## src/rtl/tmg_pkg.sv

```systemverilog
// Constants shared by the timer event request and output guard block.
// Assumes a single clock domain; the register port is a plain strobe port.
package tmg_pkg;
  localparam int          NCH          = 5;
  localparam int          NMATCH       = 4;
  localparam int          NDTC         = 17;
  localparam int          NSTOP        = 4;
  localparam int          NPWM         = 6;
  // Bit positions inside the flag and enable registers
  localparam int          OVF_BIT      = 4;
  localparam int          UNF_BIT      = 5;
  localparam int          ADC_EN_BIT   = 7;
  // Register byte offsets
  localparam logic [7:0]  FLAG_BASE    = 8'h00;
  localparam logic [7:0]  EN_BASE      = 8'h20;
  localparam logic [7:0]  BCR_OFS      = 8'h40;
  localparam logic [7:0]  GSTAT_OFS    = 8'h44;
  localparam logic [7:0]  GMASK_OFS    = 8'h48;
  localparam int          BCR_PROT_BIT = 13;
  localparam logic        BCR_RST      = 1'b1;
  // Implemented match sources and underflow per channel, and write-protected enables
  localparam logic [NCH*NMATCH-1:0] CH_MATCH = 20'hFF33F;
  localparam logic [NCH-1:0]        CH_UNF   = 5'h06;
  localparam logic [NCH-1:0]        CH_PROT  = 5'h18;
  // Source codes in fixed priority order
  localparam logic [2:0]  SRC_OVF      = 3'h4;
  localparam logic [2:0]  SRC_UNF      = 3'h5;
  localparam logic [2:0]  SRC_NONE     = 3'h7;
  typedef enum logic [1:0] {
    TMG_RUN  = 2'h1,
    TMG_HALT = 2'h2
  } tmg_guard_t;
endpackage

```

## src/rtl/tmg_sync.sv

```systemverilog
// Two flip-flop synchroniser for pin level inputs.
// Assumes the inputs are quasi-static levels from outside the clock domain.
`timescale 1ns/1ps
module tmg_sync
  import tmg_pkg::*;
#(
  parameter int           W   = 1,
  parameter logic [W-1:0] RST = '0
) (
  input  wire logic         clk_in,
  input  wire logic         reset_in,
  input  wire logic [W-1:0] async_in,
  output logic      [W-1:0] sync_out
);
  typedef struct packed {
    logic [W-1:0] s1;
    logic [W-1:0] s2;
  } tmg_sync_t;
  tmg_sync_t st;
  tmg_sync_t next_st;

  // First stage feeds only the second stage
  always_comb begin
    next_st    = st;
    next_st.s1 = async_in;
    next_st.s2 = st.s1;
  end

  // Idle level at reset so a held pin does not trip a false stop
  always_ff @(posedge clk_in) begin
    if (reset_in) begin
      st <= '{s1: RST, s2: RST};
    end else begin
      st <= next_st;
    end
  end

  assign sync_out = st.s2;
endmodule // tmg_sync

```

## src/rtl/tmg_chan.sv

```systemverilog
// One timer channel: event flags, request enables and request lines.
// Assumes event inputs are one-cycle pulses from the counter logic on clk_in.
`timescale 1ns/1ps
module tmg_chan
  import tmg_pkg::*;
#(
  parameter logic [3:0] MATCH_MASK = 4'hF,
  parameter logic       HAS_UNF    = 1'b0
) (
  input  wire logic       clk_in,
  input  wire logic       reset_in,
  input  wire logic [3:0] match_evt_in,
  input  wire logic       ovf_evt_in,
  input  wire logic       unf_evt_in,
  input  wire logic       en_we_in,
  input  wire logic       clr_we_in,
  input  wire logic [7:0] wr_data_in,
  output logic      [7:0] flag_out,
  output logic      [7:0] enable_out,
  output logic      [5:0] req_out,
  output logic      [2:0] top_src_out,
  output logic            adc_start_out
);
  localparam logic [7:0] IMPL = {2'h0, HAS_UNF, 1'b1, MATCH_MASK};
  typedef struct packed {
    logic [7:0] flag;
    logic [7:0] enable;
    logic [5:0] req;
    logic [2:0] top;
    logic       adc;
  } tmg_chan_t;
  tmg_chan_t st;
  tmg_chan_t next_st;

  // Set wins over a write-one clear in the same cycle
  always_comb begin
    logic [7:0] evt;
    evt = {2'h0, unf_evt_in, ovf_evt_in, match_evt_in} & IMPL;
    next_st = st;
    next_st.flag = ((st.flag & ~(clr_we_in ? wr_data_in : 8'h00)) | evt) & IMPL;
    if (en_we_in) begin
      next_st.enable = wr_data_in & (IMPL | 8'h80);
    end
    // Request follows flag and enable, so a late enable raises it at once
    next_st.req = next_st.flag[5:0] & next_st.enable[5:0];
    next_st.adc = evt[0] & st.enable[ADC_EN_BIT];
    // Lowest index wins: match A first, underflow last
    next_st.top = SRC_NONE;
    for (int i = 5; i >= 0; i--) begin
      if (next_st.req[i]) begin
        next_st.top = 3'(i);
      end
    end
  end

  always_ff @(posedge clk_in) begin
    if (reset_in) begin
      st <= '{flag: 8'h00, enable: 8'h00, req: 6'h00, top: SRC_NONE, adc: 1'b0};
    end else begin
      st <= next_st;
    end
  end

  assign flag_out      = st.flag;
  assign enable_out    = st.enable;
  assign req_out       = st.req;
  assign top_src_out   = st.top;
  assign adc_start_out = st.adc;
endmodule // tmg_chan

```

## src/rtl/tmg_top.sv

```systemverilog
// Top of the timer event request and output guard block: register port,
// write protection, per-channel request aggregation and PWM output stop.
// Assumes events and PWM levels arrive on clk_in; stop pins and the
// oscillator-stop level come from outside and are synchronised here.
`timescale 1ns/1ps
module tmg_top
  import tmg_pkg::*;
(
  input  wire logic                  clk_in,
  input  wire logic                  reset_in,
  input  wire logic [7:0]            addr_in,
  input  wire logic [31:0]           wr_data_in,
  input  wire logic                  wr_in,
  input  wire logic                  rd_in,
  output logic      [31:0]           rd_data_out,
  input  wire logic [NCH*NMATCH-1:0] match_evt_in,
  input  wire logic [NCH-1:0]        ovf_evt_in,
  input  wire logic [NCH-1:0]        unf_evt_in,
  input  wire logic [NSTOP-1:0]      stop_n_in,
  input  wire logic                  osc_stop_in,
  input  wire logic [NPWM-1:0]       pwm_in,
  output logic      [NPWM-1:0]       pwm_out,
  output logic      [NPWM-1:0]       pwm_oe_n_out,
  output logic      [NCH-1:0]        ch_req_out,
  output logic      [NCH*3-1:0]      ch_top_src_out,
  output logic      [NDTC-1:0]       dtc_req_out,
  output logic      [NCH-1:0]        adc_start_out,
  output logic                       irq_out
);
  typedef struct packed {
    logic [31:0]     rdata;
    logic            access_en;
    logic [1:0]      gstat;
    logic [1:0]      gmask;
    tmg_guard_t      gstate;
    logic [NPWM-1:0] pwm;
    logic [NPWM-1:0] oe_n;
    logic [NCH-1:0]  ch_req;
    logic            irq;
  } tmg_top_t;
  tmg_top_t st;
  tmg_top_t next_st;

  logic [7:0]       ch_flag   [NCH];
  logic [7:0]       ch_enable [NCH];
  logic [5:0]       ch_req    [NCH];
  logic [NCH-1:0]   en_we;
  logic [NCH-1:0]   clr_we;
  logic [NSTOP-1:0] stop_n_s;
  logic             osc_stop_s;
  logic             wr_ok;
  logic             stop_cond;

  // Enable-register offset of a channel
  function automatic logic [7:0] en_addr(input int c);
    en_addr = 8'(EN_BASE + 8'(4 * c));
  endfunction

  // Write-protected offsets owned by this block: channel 3 and 4 enables.
  // The flag registers are left out, so they stay writable at all times.
  function automatic logic is_guarded(input logic [7:0] a);
    is_guarded = 1'b0;
    for (int c = 0; c < NCH; c++) begin
      if (CH_PROT[c] && (a == en_addr(c))) begin
        is_guarded = 1'b1;
      end
    end
  endfunction

  // Stop pins are active low and idle high
  tmg_sync #(
    .W   (NSTOP),
    .RST ({NSTOP{1'b1}})
  ) u_stop_sync (
    .clk_in   (clk_in),
    .reset_in (reset_in),
    .async_in (stop_n_in),
    .sync_out (stop_n_s)
  );

  // A dead clock cannot clock this stage; the detector is expected to
  // hold its level until the clock is back, and nothing is promised then
  tmg_sync #(
    .W   (1),
    .RST (1'b0)
  ) u_osc_sync (
    .clk_in   (clk_in),
    .reset_in (reset_in),
    .async_in (osc_stop_in),
    .sync_out (osc_stop_s)
  );

  // Write gating: protected enables ignore writes while access is off
  assign wr_ok     = wr_in && !(is_guarded(addr_in) && !st.access_en);
  assign stop_cond = !(&stop_n_s) || osc_stop_s;

  // One channel instance per timer channel
  generate
    for (genvar c = 0; c < NCH; c++) begin : g_ch
      assign en_we[c]  = wr_ok && (addr_in == en_addr(c));
      assign clr_we[c] = wr_in && (addr_in == 8'(FLAG_BASE + 8'(4 * c)));
      tmg_chan #(
        .MATCH_MASK (CH_MATCH[c*NMATCH +: NMATCH]),
        .HAS_UNF    (CH_UNF[c])
      ) u_chan (
        .clk_in        (clk_in),
        .reset_in      (reset_in),
        .match_evt_in  (match_evt_in[c*NMATCH +: NMATCH]),
        .ovf_evt_in    (ovf_evt_in[c]),
        .unf_evt_in    (unf_evt_in[c]),
        .en_we_in      (en_we[c]),
        .clr_we_in     (clr_we[c]),
        .wr_data_in    (wr_data_in[7:0]),
        .flag_out      (ch_flag[c]),
        .enable_out    (ch_enable[c]),
        .req_out       (ch_req[c]),
        .top_src_out   (ch_top_src_out[c*3 +: 3]),
        .adc_start_out (adc_start_out[c])
      );
    end
  endgenerate

  // Transfer triggers: channel 4 adds its overflow as fifth source
  assign dtc_req_out = {ch_req[4][OVF_BIT], ch_req[4][3:0], ch_req[3][3:0],
                        ch_req[2][1:0], ch_req[1][1:0], ch_req[0][3:0]};

  // Register port, guard state machine and interrupt output
  always_comb begin
    logic [31:0] rd;
    logic        halt_set;
    logic        blk_set;
    logic [1:0]  gclr;
    rd       = 32'h0000_0000;
    halt_set = 1'b0;
    blk_set  = 1'b0;
    gclr     = 2'h0;
    next_st  = st;
    // Read data appear in the cycle after the strobe; unmapped reads give 0
    if (rd_in) begin
      for (int c = 0; c < NCH; c++) begin
        if (addr_in == 8'(FLAG_BASE + 8'(4 * c))) begin
          rd = {24'h00_0000, ch_flag[c]};
        end
        if (addr_in == en_addr(c)) begin
          rd = {24'h00_0000, ch_enable[c]};
        end
      end
      case (addr_in)
        BCR_OFS: begin
          rd[BCR_PROT_BIT] = st.access_en;
        end
        GSTAT_OFS: begin
          rd = {19'h0_0000, osc_stop_s, stop_n_s, 6'h00, st.gstat};
        end
        GMASK_OFS: begin
          rd = {30'h0000_0000, st.gmask};
        end
        default: begin
          rd = rd;
        end
      endcase
    end
    next_st.rdata = rd;
    // Control writes; the protection bit itself is never guarded
    if (wr_in) begin
      case (addr_in)
        BCR_OFS: begin
          next_st.access_en = wr_data_in[BCR_PROT_BIT];
        end
        GSTAT_OFS: begin
          gclr = wr_data_in[1:0];
        end
        GMASK_OFS: begin
          next_st.gmask = wr_data_in[1:0];
        end
        default: begin
          next_st.gmask = st.gmask;
        end
      endcase
    end
    blk_set = wr_in && !wr_ok;
    // Halt latch: stays set while the stop condition persists
    halt_set = stop_cond;
    next_st.gstat = (st.gstat & ~gclr) | {blk_set, halt_set};
    case (st.gstate)
      TMG_RUN: begin
        if (stop_cond) begin
          next_st.gstate = TMG_HALT;
        end
      end
      TMG_HALT: begin
        // Resume only once software has cleared the latch
        if (!next_st.gstat[0]) begin
          next_st.gstate = TMG_RUN;
        end
      end
      default: begin
        next_st.gstate = TMG_HALT;
      end
    endcase
    next_st.pwm  = pwm_in;
    next_st.oe_n = (next_st.gstate == TMG_RUN) ? {NPWM{1'b0}} : {NPWM{1'b1}};
    for (int c = 0; c < NCH; c++) begin
      next_st.ch_req[c] = |ch_req[c];
    end
    next_st.irq = (|next_st.ch_req) || (|(next_st.gstat & st.gmask));
  end

  // Outputs at reset: PWM driven, no requests
  always_ff @(posedge clk_in) begin
    if (reset_in) begin
      st <= '{rdata: 32'h0000_0000, access_en: BCR_RST, gstat: 2'h0, gmask: 2'h0,
              gstate: TMG_RUN, pwm: {NPWM{1'b0}}, oe_n: {NPWM{1'b0}},
              ch_req: {NCH{1'b0}}, irq: 1'b0};
    end else begin
      st <= next_st;
    end
  end

  assign rd_data_out  = st.rdata;
  assign pwm_out      = st.pwm;
  assign pwm_oe_n_out = st.oe_n;
  assign ch_req_out   = st.ch_req;
  assign irq_out      = st.irq;
endmodule // tmg_top

```

## config.mk

```make
export PLATFORM = sky130hd
export DESIGN_NAME = tmg_top
export DESIGN_NICKNAME = d
export VERILOG_FILES = /design/src/rtl/tmg_pkg.sv /design/src/rtl/tmg_sync.sv /design/src/rtl/tmg_chan.sv /design/src/rtl/tmg_top.sv
export SDC_FILE = /design/constraint.sdc
export NUM_CORES = 1
export LEC_CHECK = 0
export ABC_CLOCK_PERIOD_IN_PS = 4600
export BUFFER_PORTS_ARGS = -buffer_cell sky130_fd_sc_hd__buf_4
export CAP_MARGIN = 20
export CORE_MARGIN = 2
export CORE_UTILIZATION = 50
export CTS_CLUSTER_SIZE = 12
export DETAILED_ROUTE_END_ITERATION = 10
export PLACE_DENSITY = 0.77
export SETUP_SLACK_MARGIN = 0.5
export SYNTH_ARGS = -nofsm -noshare
export SYNTH_HDL_FRONTEND = slang
export SYNTH_SLANG_ARGS = --single-unit
```

## constraint.sdc

```tcl
create_clock -name clk_in -period 4.6 [get_ports clk_in]
set_clock_uncertainty 0.1 [all_clocks]
set_input_delay 0.69 -clock clk_in [delete_from_list [all_inputs] [get_ports clk_in]]
set_output_delay 0.69 -clock clk_in [all_outputs]
set_load 0.01 [all_outputs]
```

; ---- Word level (Yosys, flattened, before mapping)
; Index checks and enable logic that the tools add are counted.
[word_totals]
register_bits = 175
input_bits = 85
out_inout_bits = 87
[op_classes]
n_eq_ne = 15
muxes = 60
n_bitwise = 30
reduce_logical = 33
[op_table]
columns = op, count
row1 = 14-bit two-way mux, 8
row2 = 3-bit two-way mux, 25
row3 = 6-bit two-way mux, 8
row4 = "8-bit by 6-bit == test with 1-bit output, second input constant", 5
row5 = 30-bit OR reduction, 1
row6 = 6-bit OR reduction, 5
row7 = 13-bit case mux with 2 select lines, 1
row8 = 6-bit bitwise AND, 4
row9 = "8-bit by 7-bit == test with 1-bit output, second input constant", 3
row10 = 5-bit two-way mux, 4
row11 = 5-bit by 6-bit bitwise AND with 6-bit output, 3
row12 = 2-bit two-way mux, 9
row13 = "8-bit by 4-bit == test with 1-bit output, second input constant", 2
row14 = 5-bit bitwise AND, 3
row15 = 5-bit NOT, 3
row16 = 5-bit bitwise OR, 3
row17 = 1-bit logical AND, 13
row18 = 13-bit OR reduction, 1
row19 = 6-bit NOT, 2
row20 = 6-bit bitwise OR, 2
row21 = "8-bit by 3-bit == test with 1-bit output, second input constant", 1
row22 = "8-bit by 5-bit == test with 1-bit output, second input constant", 1
row23 = 8-bit logical NOT, 1
row24 = 8-bit two-way mux, 1
row25 = other kinds (15), 29

; ---- Depth between registers and ports, before layout
; Gate-level depths: netlist of the first run.
[logic_depth]
depth_word = 15
ltp_mapped = 8

; ---- Hierarchy
; From an unflattened synthesis of the first run, not the netlist that was laid out.
[hier_totals]
hier_cells = 697
area_unflattened_um2 = 6473.7
[by_module_without_submodules]
columns = mod, instances, cells_per_inst, area_per_inst_um2, seq_area_each_um2
row1 = tmg_top, 1, 325, 2672.6, 680.7
row2 = tmg_chan (g_ch[0].u_chan ...), 3, 74, 735.7, 400.4
row3 = tmg_chan (g_ch[1].u_chan ...), 2, 65, 665.6, 340.3
row4 = tmg_sync (u_stop_sync), 1, 16, 210.2, 160.2
row5 = tmg_sync (u_osc_sync), 1, 4, 52.6, 40.0

; ---- Worst setup path before layout of the first run
; No wires, ideal clock.
[synth_path]
path_type = input to register
from = input port addr_in[1]
to = register g_ch[0].u_chan.st, in the netlist g_ch[0].u_chan.top_src_out[0]
setup_time_ps = 121
t_arrival_ps = 2370
required_time_ps = 4379
path_slack_ps = 2009
cell_stages = 6
path_buffers = 1
path_cell_list = buf_6 > or4_4 > nor3_4 > mux2_2 > a211oi_1 > o2bb2ai_1
[synth_via]
elab_chain_cells = 14
elab_cells_between_ends = 22
[synth_rtl]
columns = item, line
row1 = from (decl), tmg_top.sv:11  ; input wire logic [7:0] addr_in,
row2 = 8-bit by 6-bit == test with 1-bit output, tmg_top.sv:64  ; if (CH_PROT[c] && (a == en_addr(c))) begin
row3 = 1-bit two-way mux (2 in series), tmg_top.sv:64
row4 = 1-bit logical AND, tmg_top.sv:94  ; assign wr_ok = wr_in && !(is_guarded(addr_in) && !st.access_en);
row5 = 1-bit logical NOT, tmg_top.sv:94
row6 = 1-bit logical AND, tmg_top.sv:94
row7 = 1-bit logical AND, tmg_top.sv:100  ; assign en_we[c] = wr_ok && (addr_in == en_addr(c));
row8 = 6-bit two-way mux, tmg_chan.sv:41  ; if (en_we_in) begin
row9 = 5-bit by 6-bit bitwise AND with 6-bit output *, tmg_chan.sv:45  ; next_st.req = next_st.flag[5:0] & next_st.enable[5:0];
row10 = 3-bit two-way mux (4 in series), tmg_chan.sv:50  ; if (next_st.req[i]) begin
row11 = 3-bit two-way mux *, tmg_chan.sv:50
row12 = to (signal assigned), tmg_chan.sv:58  ; st <= '{flag: 8'h00, enable: 8'h00, req: 6'h00, top: SRC_NONE, adc: 1'b0};
row13 = to (signal assigned), tmg_chan.sv:60  ; st <= next_st;
row14 = to (decl), tmg_chan.sv:32  ; tmg_chan_t st;
; Mark *: on every way between the ends. The rest lies on a longest branch, timed or not.
; A chain may end at the register's enable or synchronous reset.

; ---- Worst setup path in the final report of the first run
[layout_path]
from = input port addr_in[5]
to = register g_ch[0].u_chan.st, in the netlist g_ch[0].u_chan.top_src_out[1]
[layout_via]
elab_chain_cells = 15
elab_cells_between_ends = 23
[layout_rtl]
columns = item, line
row1 = 8-bit by 6-bit == test with 1-bit output, tmg_top.sv:64
row2 = 1-bit two-way mux (2 in series), tmg_top.sv:64
row3 = 1-bit logical AND, tmg_top.sv:94
row4 = 1-bit logical NOT, tmg_top.sv:94
row5 = 1-bit logical AND, tmg_top.sv:94
row6 = 1-bit logical AND, tmg_top.sv:100
row7 = 6-bit two-way mux, tmg_chan.sv:41
row8 = 5-bit by 6-bit bitwise AND with 6-bit output *, tmg_chan.sv:45
row9 = 2-bit two-way mux, tmg_chan.sv:50
row10 = 3-bit two-way mux (4 in series), tmg_chan.sv:50
row11 = 3-bit two-way mux *, tmg_chan.sv:50
; Marked as above.

==> results of run 1 <==
## routing by layer
metal,global-route usage,wire (um)
met2,0.3886,7036
met4,0.1012,365
met5,0,0
met1,0.2812,6019
met3,0.05171,919
## cell families (layout without fill, tap and decap cells)
group,count (synthesis),count (layout),share of synthesized area
adders and majority gates,2,2,0.004332
muxes,47,47,0.08947
buffers and inverters,114,168,0.1235
AOI/OAI and AO/OA,98,98,0.1137
other,1,19,0.0006493
DFF,137,137,0.4749
and+or+nand+nor,215,215,0.1935
## sequential cells by signal (all words and copies together) (netlist names)
| signal | count |
|---|---|
| g_ch.u_chan.enable_out | 28 |
| g_ch.u_chan.adc_start_out | 5 |
| pwm_out | 6 |
| pwm_oe_n_out | 1 |
| u_stop_sync.sync_out | 4 |
| ch_req_out | 5 |
| g_ch.u_chan.flag_out | 23 |
| u_osc_sync.sync_out | 1 |
| u_osc_sync.next_st | 1 |
| st | 7 |
| g_ch.u_chan.req_out | 23 |
| g_ch.u_chan.top_src_out | 15 |
| irq_out | 1 |
| rd_data_out | 13 |
| u_stop_sync.next_st | 4 |
## report_power, final
group,switching (uW),internal (uW),leakage [uW],total [uW]
sequential,20.4,1220,0.00112,1240
combinational,148,116,0.00158,264
clock,597,722,0.000278,1320
## synth_stat cells, types with 5 or more instances
library cell  count  area [sq um]
o22ai_1           9         56.30
clkbuf_1         23         86.33
a21oi_1          25         125.1
nor4_1            5         31.28
dfxtp_1         137          2743
mux2i_1          37         370.4
mux2_2            7         78.83
o2bb2ai_1         6         52.55
and2_1            8         50.05
nand3_1           7         35.03
or2_2             9         56.30
nand4_1          14         87.58
nor3_1           23         115.1
nor2b_1          11         68.82
buf_2             6         30.03
and3_1           11         68.82
a21o_1            5         37.54
o21ai_0          16         80.08
nand2_1          18         67.56
nor2_1           87         326.6
inv_1            10         37.54
buf_4            72         540.5
## area by class of cell
type,instances,area share
inverters,10,0.005461
flip-flops and latches,137,0.3991
clock inverters,15,0.02166
multi-input cells,381,0.3483
repair buffers,126,0.1376
well taps,143,0.02603
clock buffers,17,0.06190
## critical path, cell delays in order
cell and delay, ns:
buf_4 0.23, nor4_2 0.74, buf_4 0.35, nand4_1 0.11, a21oi_1 0.31, a2bb2oi_1 0.26, a2bb2oi_1 0.10
## through the flow
| step | power [uW] | util |
|---|---|---|
| after global placement | 1517 | 0.5564 |
| after floorplan | 1457 | - |
| after global routing | 2927 | 0.6071 |
| final | 2824 | 0.6071 |
| after CTS | 2837 | 0.6071 |
| after detailed placement | 1528 | 0.5564 |
## worst max-delay path by stage
stage | startpoint | end | slack (ns) | cells after the start
2_1_floorplan | addr_in[1] | g_ch[0].u_chan.top_src_out[0] | 2.01 | 6
3_3_place_gp | addr_in[4] | g_ch[3].u_chan.top_src_out[1] | 1.65 | 6
3_5_place_dp | addr_in[3] | g_ch[4].u_chan.top_src_out[1] | 1.59 | 6
4_1_cts | addr_in[5] | pwm_oe_n_out[4] | 2.05 | 6
5_1_grt | addr_in[5] | pwm_oe_n_out[4] | 1.81 | 6
6_report | addr_in[5] | g_ch[0].u_chan.top_src_out[1] | 2.00 | 7
==> results.yml, run 1 <==
run_status:
  outcome: "complete, no violations"
clocking:
  cts.sinks: 137
  cts-buffers-inserted: 17
  cts_tree: "built"
  clkTransAtPathRegs_ns: 0.06
  hold_buffers: 0
  clk_path_buf_depth: 2
  root_buffer: "clkbuf_16"
  insertion_delay_ns: 0.43
  post_cts_resize_count: 0
  cts_setup_buffers: 0
  cts.htree.levels: 4
cells_and_area:
  final_cell_area_sq_um: 6873
  fill_cells: 947
  seqCellArea_sq_um: 2743
  multi_input_area_sq_um: 2394
  syn2layout_area_growth_pct: 19.00
  final_cells: 829
  diodes: 0
  final_cell_mix: "137 x dfxtp_1, 126 x buf_4, 87 x nor2_1"
  layout_commonest_cell: "dfxtp_1"
  finalNetCount: 760
  layout-drive-gt1-share: 0.2726
power_and_ir_drop:
  power_leakage_uw: 0.002975
  peakVddDrop_uv: 181.5
  power.density_nw_per_um2: 410.9
routing:
  antenna_left: 0
  post-route-drc-count: 0
  route.final.wire_length_um: 14340
  drt-vias-per-instance: 5.557
  drt_iter0_drc: 277
  dr.pass1.iters: 5
  vias: 4607
  wl_per_cell_um: 17.30
synthesis:
  synth_cell_types: 55
  ys_seq_area_frac: 0.4749
  ys.flop_type: "dfxtp_1"
  syn_area_sq_um: 5776
  synth_seq_cells: 137
  yosys_warnings: 0
  async_flop_share: 0
  netlist_instances: 614
  syn_avg_cell_area_sq_um: 9.406
  synth_edf_count: 0
setup_path:
  crit_required_ns: 4.80
  crit_path_max_fanout: 27
  r2r-end: "g_ch[4].u_chan.top_src_out[1]"
  worst-setup-path-type: "primary input to register"
  rr_startpoint: "st[24]"
  r2r_slack_ns: 2.40
  r2r_cells: 5
  cp_data_arrival_time_ns: 2.80
  endpoint_kind: "register"
  critPathLaunchType: "primary input"
floorplanning:
  coreArea_sq_um: 11320
  die_height_um: 111.5
  rows: 39
  start_util: 0.5102
  die_area_sq_um: 12430
  io_pins: 172
  die_w_um: 111.5
place:
  place.gp.congestion: 0.8888
  place_inst: 797
  place_ws_ns: 1.591
  dpl_cell_area_sq_um: 6299
  place_hpwl_um: 10130
  port_buffers: 121
flow_run:
  max-cap-violations: 0
global_route:
  grt_pass1_vias: 4528
  antenna_found_initial: 0
  grt_max_degree: 78
  track_usage: 0.2295
  grt_pass1_wl_um: 22570
  overflow: 0
sta:
  setup_viol: 0
  tns_ns: 0
  slew_violations: 0
  max_freq_ghz: 0.3852
  whs_ns: 0.3101
  max-slew-margin-rel: 0.3713
  fin_crit_sh: 0.5643
  setup_ws_ns: 2.004
  rsz0062_at_grt: "false"
  period_minus_slack_ns: 2.596
  tightest_slew_ns: 0.9299
  hold_violations: 0
hold_path:
  holdPathStages: 1
  min_from: "u_stop_sync.next_st[3]"
  hp-class: "register to register"
  whs_endpoint: "u_stop_sync.sync_out[3]"
Note: power is estimated with default switching activity, not from simulation.
==> run 2, diff against run 1 <==
--- a/config.mk
+++ b/config.mk
@@ -5,14 +5,14 @@
 export SDC_FILE = /design/constraint.sdc
 export NUM_CORES = 1
 export LEC_CHECK = 0
-export ABC_CLOCK_PERIOD_IN_PS = 4600
+export ABC_CLOCK_PERIOD_IN_PS = 2300
 export BUFFER_PORTS_ARGS = -buffer_cell sky130_fd_sc_hd__buf_4
 export CAP_MARGIN = 20
 export CORE_MARGIN = 2
-export CORE_UTILIZATION = 50
+export CORE_UTILIZATION = 47
 export CTS_CLUSTER_SIZE = 12
 export DETAILED_ROUTE_END_ITERATION = 10
-export PLACE_DENSITY = 0.77
+export PLACE_DENSITY = 0.76
 export SETUP_SLACK_MARGIN = 0.5
 export SYNTH_ARGS = -nofsm -noshare
 export SYNTH_HDL_FRONTEND = slang
==> constraint.sdc (replaced) <==
create_clock -name clk_in -period 2.3 [get_ports clk_in]
set_clock_uncertainty 0.1 [all_clocks]
set_input_delay 0.345 -clock clk_in [delete_from_list [all_inputs] [get_ports clk_in]]
set_output_delay 0.345 -clock clk_in [all_outputs]
set_load 0.01 [all_outputs]
==> results.yml, run 2 (same netlist as run 1, synthesis figures left out) <==
run_status:
  outcome: "complete, no violations"
setup_path:
  endpoint_kind: "register"
  crit_path_max_fanout: 7
  crit_required_ns: 2.53
  cp_data_arrival_time_ns: 2.06
  r2r_slack_ns: 0.50
  worst-setup-path-type: "primary input to register"
  critPathLaunchType: "primary input"
routing:
  dr.pass1.iters: 5
  vias: 4767
  drt-vias-per-instance: 5.429
  drt_iter0_drc: 249
  wl_per_cell_um: 17.64
  route.final.wire_length_um: 15490
  post-route-drc-count: 0
  antenna_left: 0
global_route:
  gr-usage-met1: 0.2702
  grt_pass1_vias: 4749
  grt_pass1_wl_um: 23690
  antenna_found_initial: 0
  grt_max_degree: 53
  gr-usage-met2: 0.4039
  met3_usage: 0.05640
  track_usage: 0.2348
  top_usage_layer: "met2"
  overflow: 0
power_and_ir_drop:
  power.density_nw_per_um2: 757.0
  peakVddDrop_uv: 473.7
  power_leakage_uw: 0.003216
sta:
  fin_crit_sh: 0.7966
  setup_ws_ns: 0.4678
  rsz0062_at_grt: "true"
  tightest_slew_ns: 0.5991
  setup_viol: 0
  hold_violations: 0
  max-slew-margin-rel: 0.6002
  max_freq_ghz: 0.5458
  whs_ns: 0.03811
  period_minus_slack_ns: 1.832
  slew_violations: 0
  tns_ns: 0
floorplanning:
  rows: 40
  die_w_um: 114.9
  start_util: 0.4808
  die_area_sq_um: 13190
  coreArea_sq_um: 12010
  io_pins: 172
  die_height_um: 114.9
clocking:
  cts-buffers-inserted: 17
  cts.htree.levels: 4
  clkTransAtPathRegs_ns: 0.06
  cts.sinks: 137
  insertion_delay_ns: 0.42
  cts_tree: "built"
  root_buffer: "clkbuf_16"
  clk_path_buf_depth: 2
place:
  place.gp.congestion: 0.9742
  dpl_cell_area_sq_um: 6659
  place_ws_ns: -0.02454
  place_hpwl_um: 11320
  port_buffers: 121
cells_and_area:
  largest_register_ffs: 28
  post-route-util: 0.6284
  fill_cells: 1004
  seqCellArea_sq_um: 2746
  multi_input_area_sq_um: 2650
  final_cell_mix: "157 x buf_4, 136 x dfxtp_1, 86 x nor2_1"
  finalNetCount: 805
  layout_commonest_cell: "buf_4"
  diodes: 0
  layout-drive-gt1-share: 0.3598
  syn2layout_area_growth_pct: 30.70
  final_cell_area_sq_um: 7548
hold_path:
  hp-class: "primary input to register"
flow_run:
  max-cap-violations: 0
run 2: cell count changes in the layout (fill, tap and decap cells not counted), moves of 4 or more:
cell           previous run  this run
buf_6                     0         7
inv_8                     5         0
mux2i_2                   0         9
inv_6                     6         2
mux2i_1                  37        25
buf_4                   126       157
dlygate4sd3_1             0         4
run 2: final cells by class:
| type | instances | area share |
|---|---|---|
| Tap cell | 147 | 0.02437 |
| Timing Repair Buffer | 171 | 0.1792 |
| Sequential cell | 137 | 0.3638 |
| Clock inverter | 14 | 0.01972 |
| Multi-Input combinational cell | 381 | 0.3511 |
| Inverter | 10 | 0.004973 |
| Clock buffer | 18 | 0.05685 |
run 2: timing repair:
item	CTS	global route
endpoints found under the hold margin	4	0
setup endpoints to repair	9	19
pin swaps	2	12
gates resized for setup	9	35
hold buffers	4	0
setup buffers	1	5
run 2: layer usage:
metal,wire length [um],share of wire
met3,918,0.059
met2,7853,0.51
met4,496,0.032
met1,6217,0.40
met5,0,0
run 2: final timing paths:
path                                start                            end  cells after the start
min                           osc_stop_in          u_osc_sync.next_st[0]                      2
max reg2reg  g_ch[1].u_chan.enable_out[1]                 rd_data_out[1]                      5
max                            addr_in[3]  g_ch[1].u_chan.top_src_out[1]                      7
min reg2reg        u_stop_sync.next_st[3]        u_stop_sync.sync_out[3]                      1
run 2: where the power goes:
part | internal, uW | total, uW | leakage, uW | switching (uW)
clock | 1600 | 2640 | 0.000273 | 1040
combinational | 268 | 590 | 0.00183 | 323
sequential | 2440 | 2490 | 0.00112 | 45.8
run 2: worst max-delay path: stages:
cell and delay, ns:
buf_8 0.11, or4b_4 0.56, nor3_4 0.32, buf_6 0.17, mux2i_4 0.27, nor3_4 0.07, nor4_1 0.22
run 2: stage by stage:
stage / cells / total power, uW
global route: 878 / 5903
CTS: 873 / 5732
detailed placement: 836 / 3092
global placement: 836 / 3069
finish: 878 / 5714
floorplan: 632 / 2926
==> run 3, diff against run 2 <==
--- a/config.mk
+++ b/config.mk
@@ -5,7 +5,7 @@
 export SDC_FILE = /design/constraint.sdc
 export NUM_CORES = 1
 export LEC_CHECK = 0
-export ABC_CLOCK_PERIOD_IN_PS = 2300
+export ABC_CLOCK_PERIOD_IN_PS = 1500
 export BUFFER_PORTS_ARGS = -buffer_cell sky130_fd_sc_hd__buf_4
 export CAP_MARGIN = 20
 export CORE_MARGIN = 2
==> constraint.sdc (replaced) <==
create_clock -name clk_in -period 1.5 [get_ports clk_in]
set_clock_uncertainty 0.1 [all_clocks]
set_input_delay 0.225 -clock clk_in [delete_from_list [all_inputs] [get_ports clk_in]]
set_output_delay 0.225 -clock clk_in [all_outputs]
set_load 0.01 [all_outputs]
==> results.yml, run 3 (same netlist as run 1, synthesis figures left out) <==
clocking:
  cts.sinks: 137
  hold_buffers: 19
  cts.htree.levels: 4
  clkTransAtPathRegs_ns: 0.06
  insertion_delay_ns: 0.46
  root_buffer: "clkbuf_16"
  cts_tree: "built"
  cts-buffers-inserted: 17
  clk_path_buf_depth: 2
cells_and_area:
  layout-drive-gt1-share: 0.6915
  syn2layout_area_growth_pct: 87.95
  diodes: 0
  layout_commonest_cell: "buf_6"
  fill_cells: 414
  final_cell_area_sq_um: 10860
  final_cell_mix: "173 x buf_6, 132 x buf_4, 70 x dfxtp_2"
  largest_register_ffs: 28
  multi_input_area_sq_um: 3710
  finalNetCount: 972
  seqCellArea_sq_um: 2838
global_route:
  track_usage: 0.3742
  grt_pass1_wl_um: 36600
  grt_pass1_vias: 6469
  overflow: 0
  antenna_found_initial: 0
  grt_max_degree: 55
sta:
  slew_violations: 0
  whs_ns: -0.06842
  period_minus_slack_ns: 1.914
  tightest_slew_ns: 0.7945
  hold_violations: 2
  max-slew-margin-rel: 0.4679
  max_freq_ghz: 0.5224
  tns_ns: -14.23
  fin_crit_sh: 1.276
  setup_ws_ns: -0.4144
  setup_viol: 85
  rsz0062_at_grt: "true"
power_and_ir_drop:
  p_sw_uw: 2841
  power_leakage_uw: 0.004530
  power_frac_comb: 0.159
  clkPwrFrac: 0.484
  sequentialPowerShare: 0.357
  power.density_nw_per_um2: 1008
  peakVddDrop_uv: 1802
  p_sw_frac: 0.2597
  p_total_uw: 10940
  p_int_uw: 8098
setup_path:
  endpoint_kind: "register"
  crit_required_ns: 1.77
  critPathLaunchType: "primary input"
  slowest_stage: "mux2i_4"
  path_cells: "buf_8, buf_6, buf_6, buf_6, nor4b_4, buf_4, and3_4, mux2i_4, o22ai_1, o21ai_1"
  cp_common_cell: "buf_6"
  path_buf_inv: 5
  worst-setup-path-type: "primary input to register"
  r2r_slack_ns: -0.35
  cp_data_arrival_time_ns: 2.18
  max_stage_delay_ns: 0.34
  crit_path_max_fanout: 5
  cp_top_family: "buffers and inverters"
place:
  dpl_cell_area_sq_um: 7243
  place.gp.congestion: 0.9279
  place_hpwl_um: 11680
  place_ws_ns: -0.6930
  port_buffers: 121
floorplanning:
  io_pins: 172
  rows: 40
  start_util: 0.4808
  coreArea_sq_um: 12010
  die_height_um: 114.9
  die_area_sq_um: 13190
  die_w_um: 114.9
routing:
  route.final.wire_length_um: 31410
  vias: 6764
  antenna_left: 0
  drt_iter0_drc: 919
  drt-vias-per-instance: 6.473
  dr.pass1.iters: 8
  post-route-drc-count: 0
  wl_per_cell_um: 30.05
flow_run:
  max-cap-violations: 0
hold_path:
  hp-class: "primary input to register"
run_status:
  violations: "negative hold slack, negative setup slack"
  outcome: "finished, violations left"
-- run 3: repair_timing --
action | 4_1_cts | 5_1_grt
resized for setup | 391 | 126
buffers inserted | 45 | 42
pin swaps | 103 | 63
setup endpoints to repair | 183 | 184
gates cloned | 1 | 0
endpoints found under the hold margin | 27 | 2
-- run 3: power groups by stage --
stage	Clock [uW]	Sequential (uW)	Combinational, uW
6_report	5290	3910	1740
5_1_grt	5430	3910	1770
4_1_cts	5080	3870	1370
3_5_place_dp	0	3890	970
3_3_place_gp	0	3880	934
2_1_floorplan	0	3870	643
-- run 3: cell type report --
| type | instances | share of cell area |
|---|---|---|
| Multi-Input combinational cell | 381 | 0.3417 |
| Timing Repair Buffer | 338 | 0.3106 |
| Sequential cell | 137 | 0.2614 |
| Clock buffer | 20 | 0.04115 |
| Clock inverter | 12 | 0.02467 |
| Tap cell | 147 | 0.01694 |
| Inverter | 10 | 0.003458 |
-- run 3: metrics by stage --
step                instances    util  hold WS [ns]
floorplan                 632       -        0.2344
global placement          906  0.6030        0.3088
detailed placement        906  0.6030        0.3091
CTS                      1003  0.8351      -0.07386
global route             1045  0.9038      -0.07023
finish                   1045  0.9038      -0.06842
-- run 3: worst reg2reg max path: stages, from the launching register on --
cell and delay, ns:
dfxtp_2 0.33, and3_4 0.18, nand4_1 0.10, buf_6 0.17, buf_6 0.13, mux2i_4 0.29
a2bb2oi_1 0.29, a21o_1 0.17
-- run 3: layer usage --
metal,wire [um],GRT usage,up-vias
li1,-,-,2609
met1,10150,0.4081,3155
met2,14250,0.6251,663
met3,3522,0.1054,337
met4,3479,0.2691,0
met5,0,0,-
-- run 3: worst paths after layout --
kind,start,end,cells after the start
worst max register to register,st[24],g_ch[4].u_chan.top_src_out[2],7
worst max-delay path,addr_in[0],g_ch[2].u_chan.top_src_out[1],10
worst min-delay path,ovf_evt_in[0],g_ch[0].u_chan.flag_out[4],3
worst min register to register,u_stop_sync.next_st[2],u_stop_sync.sync_out[2],1
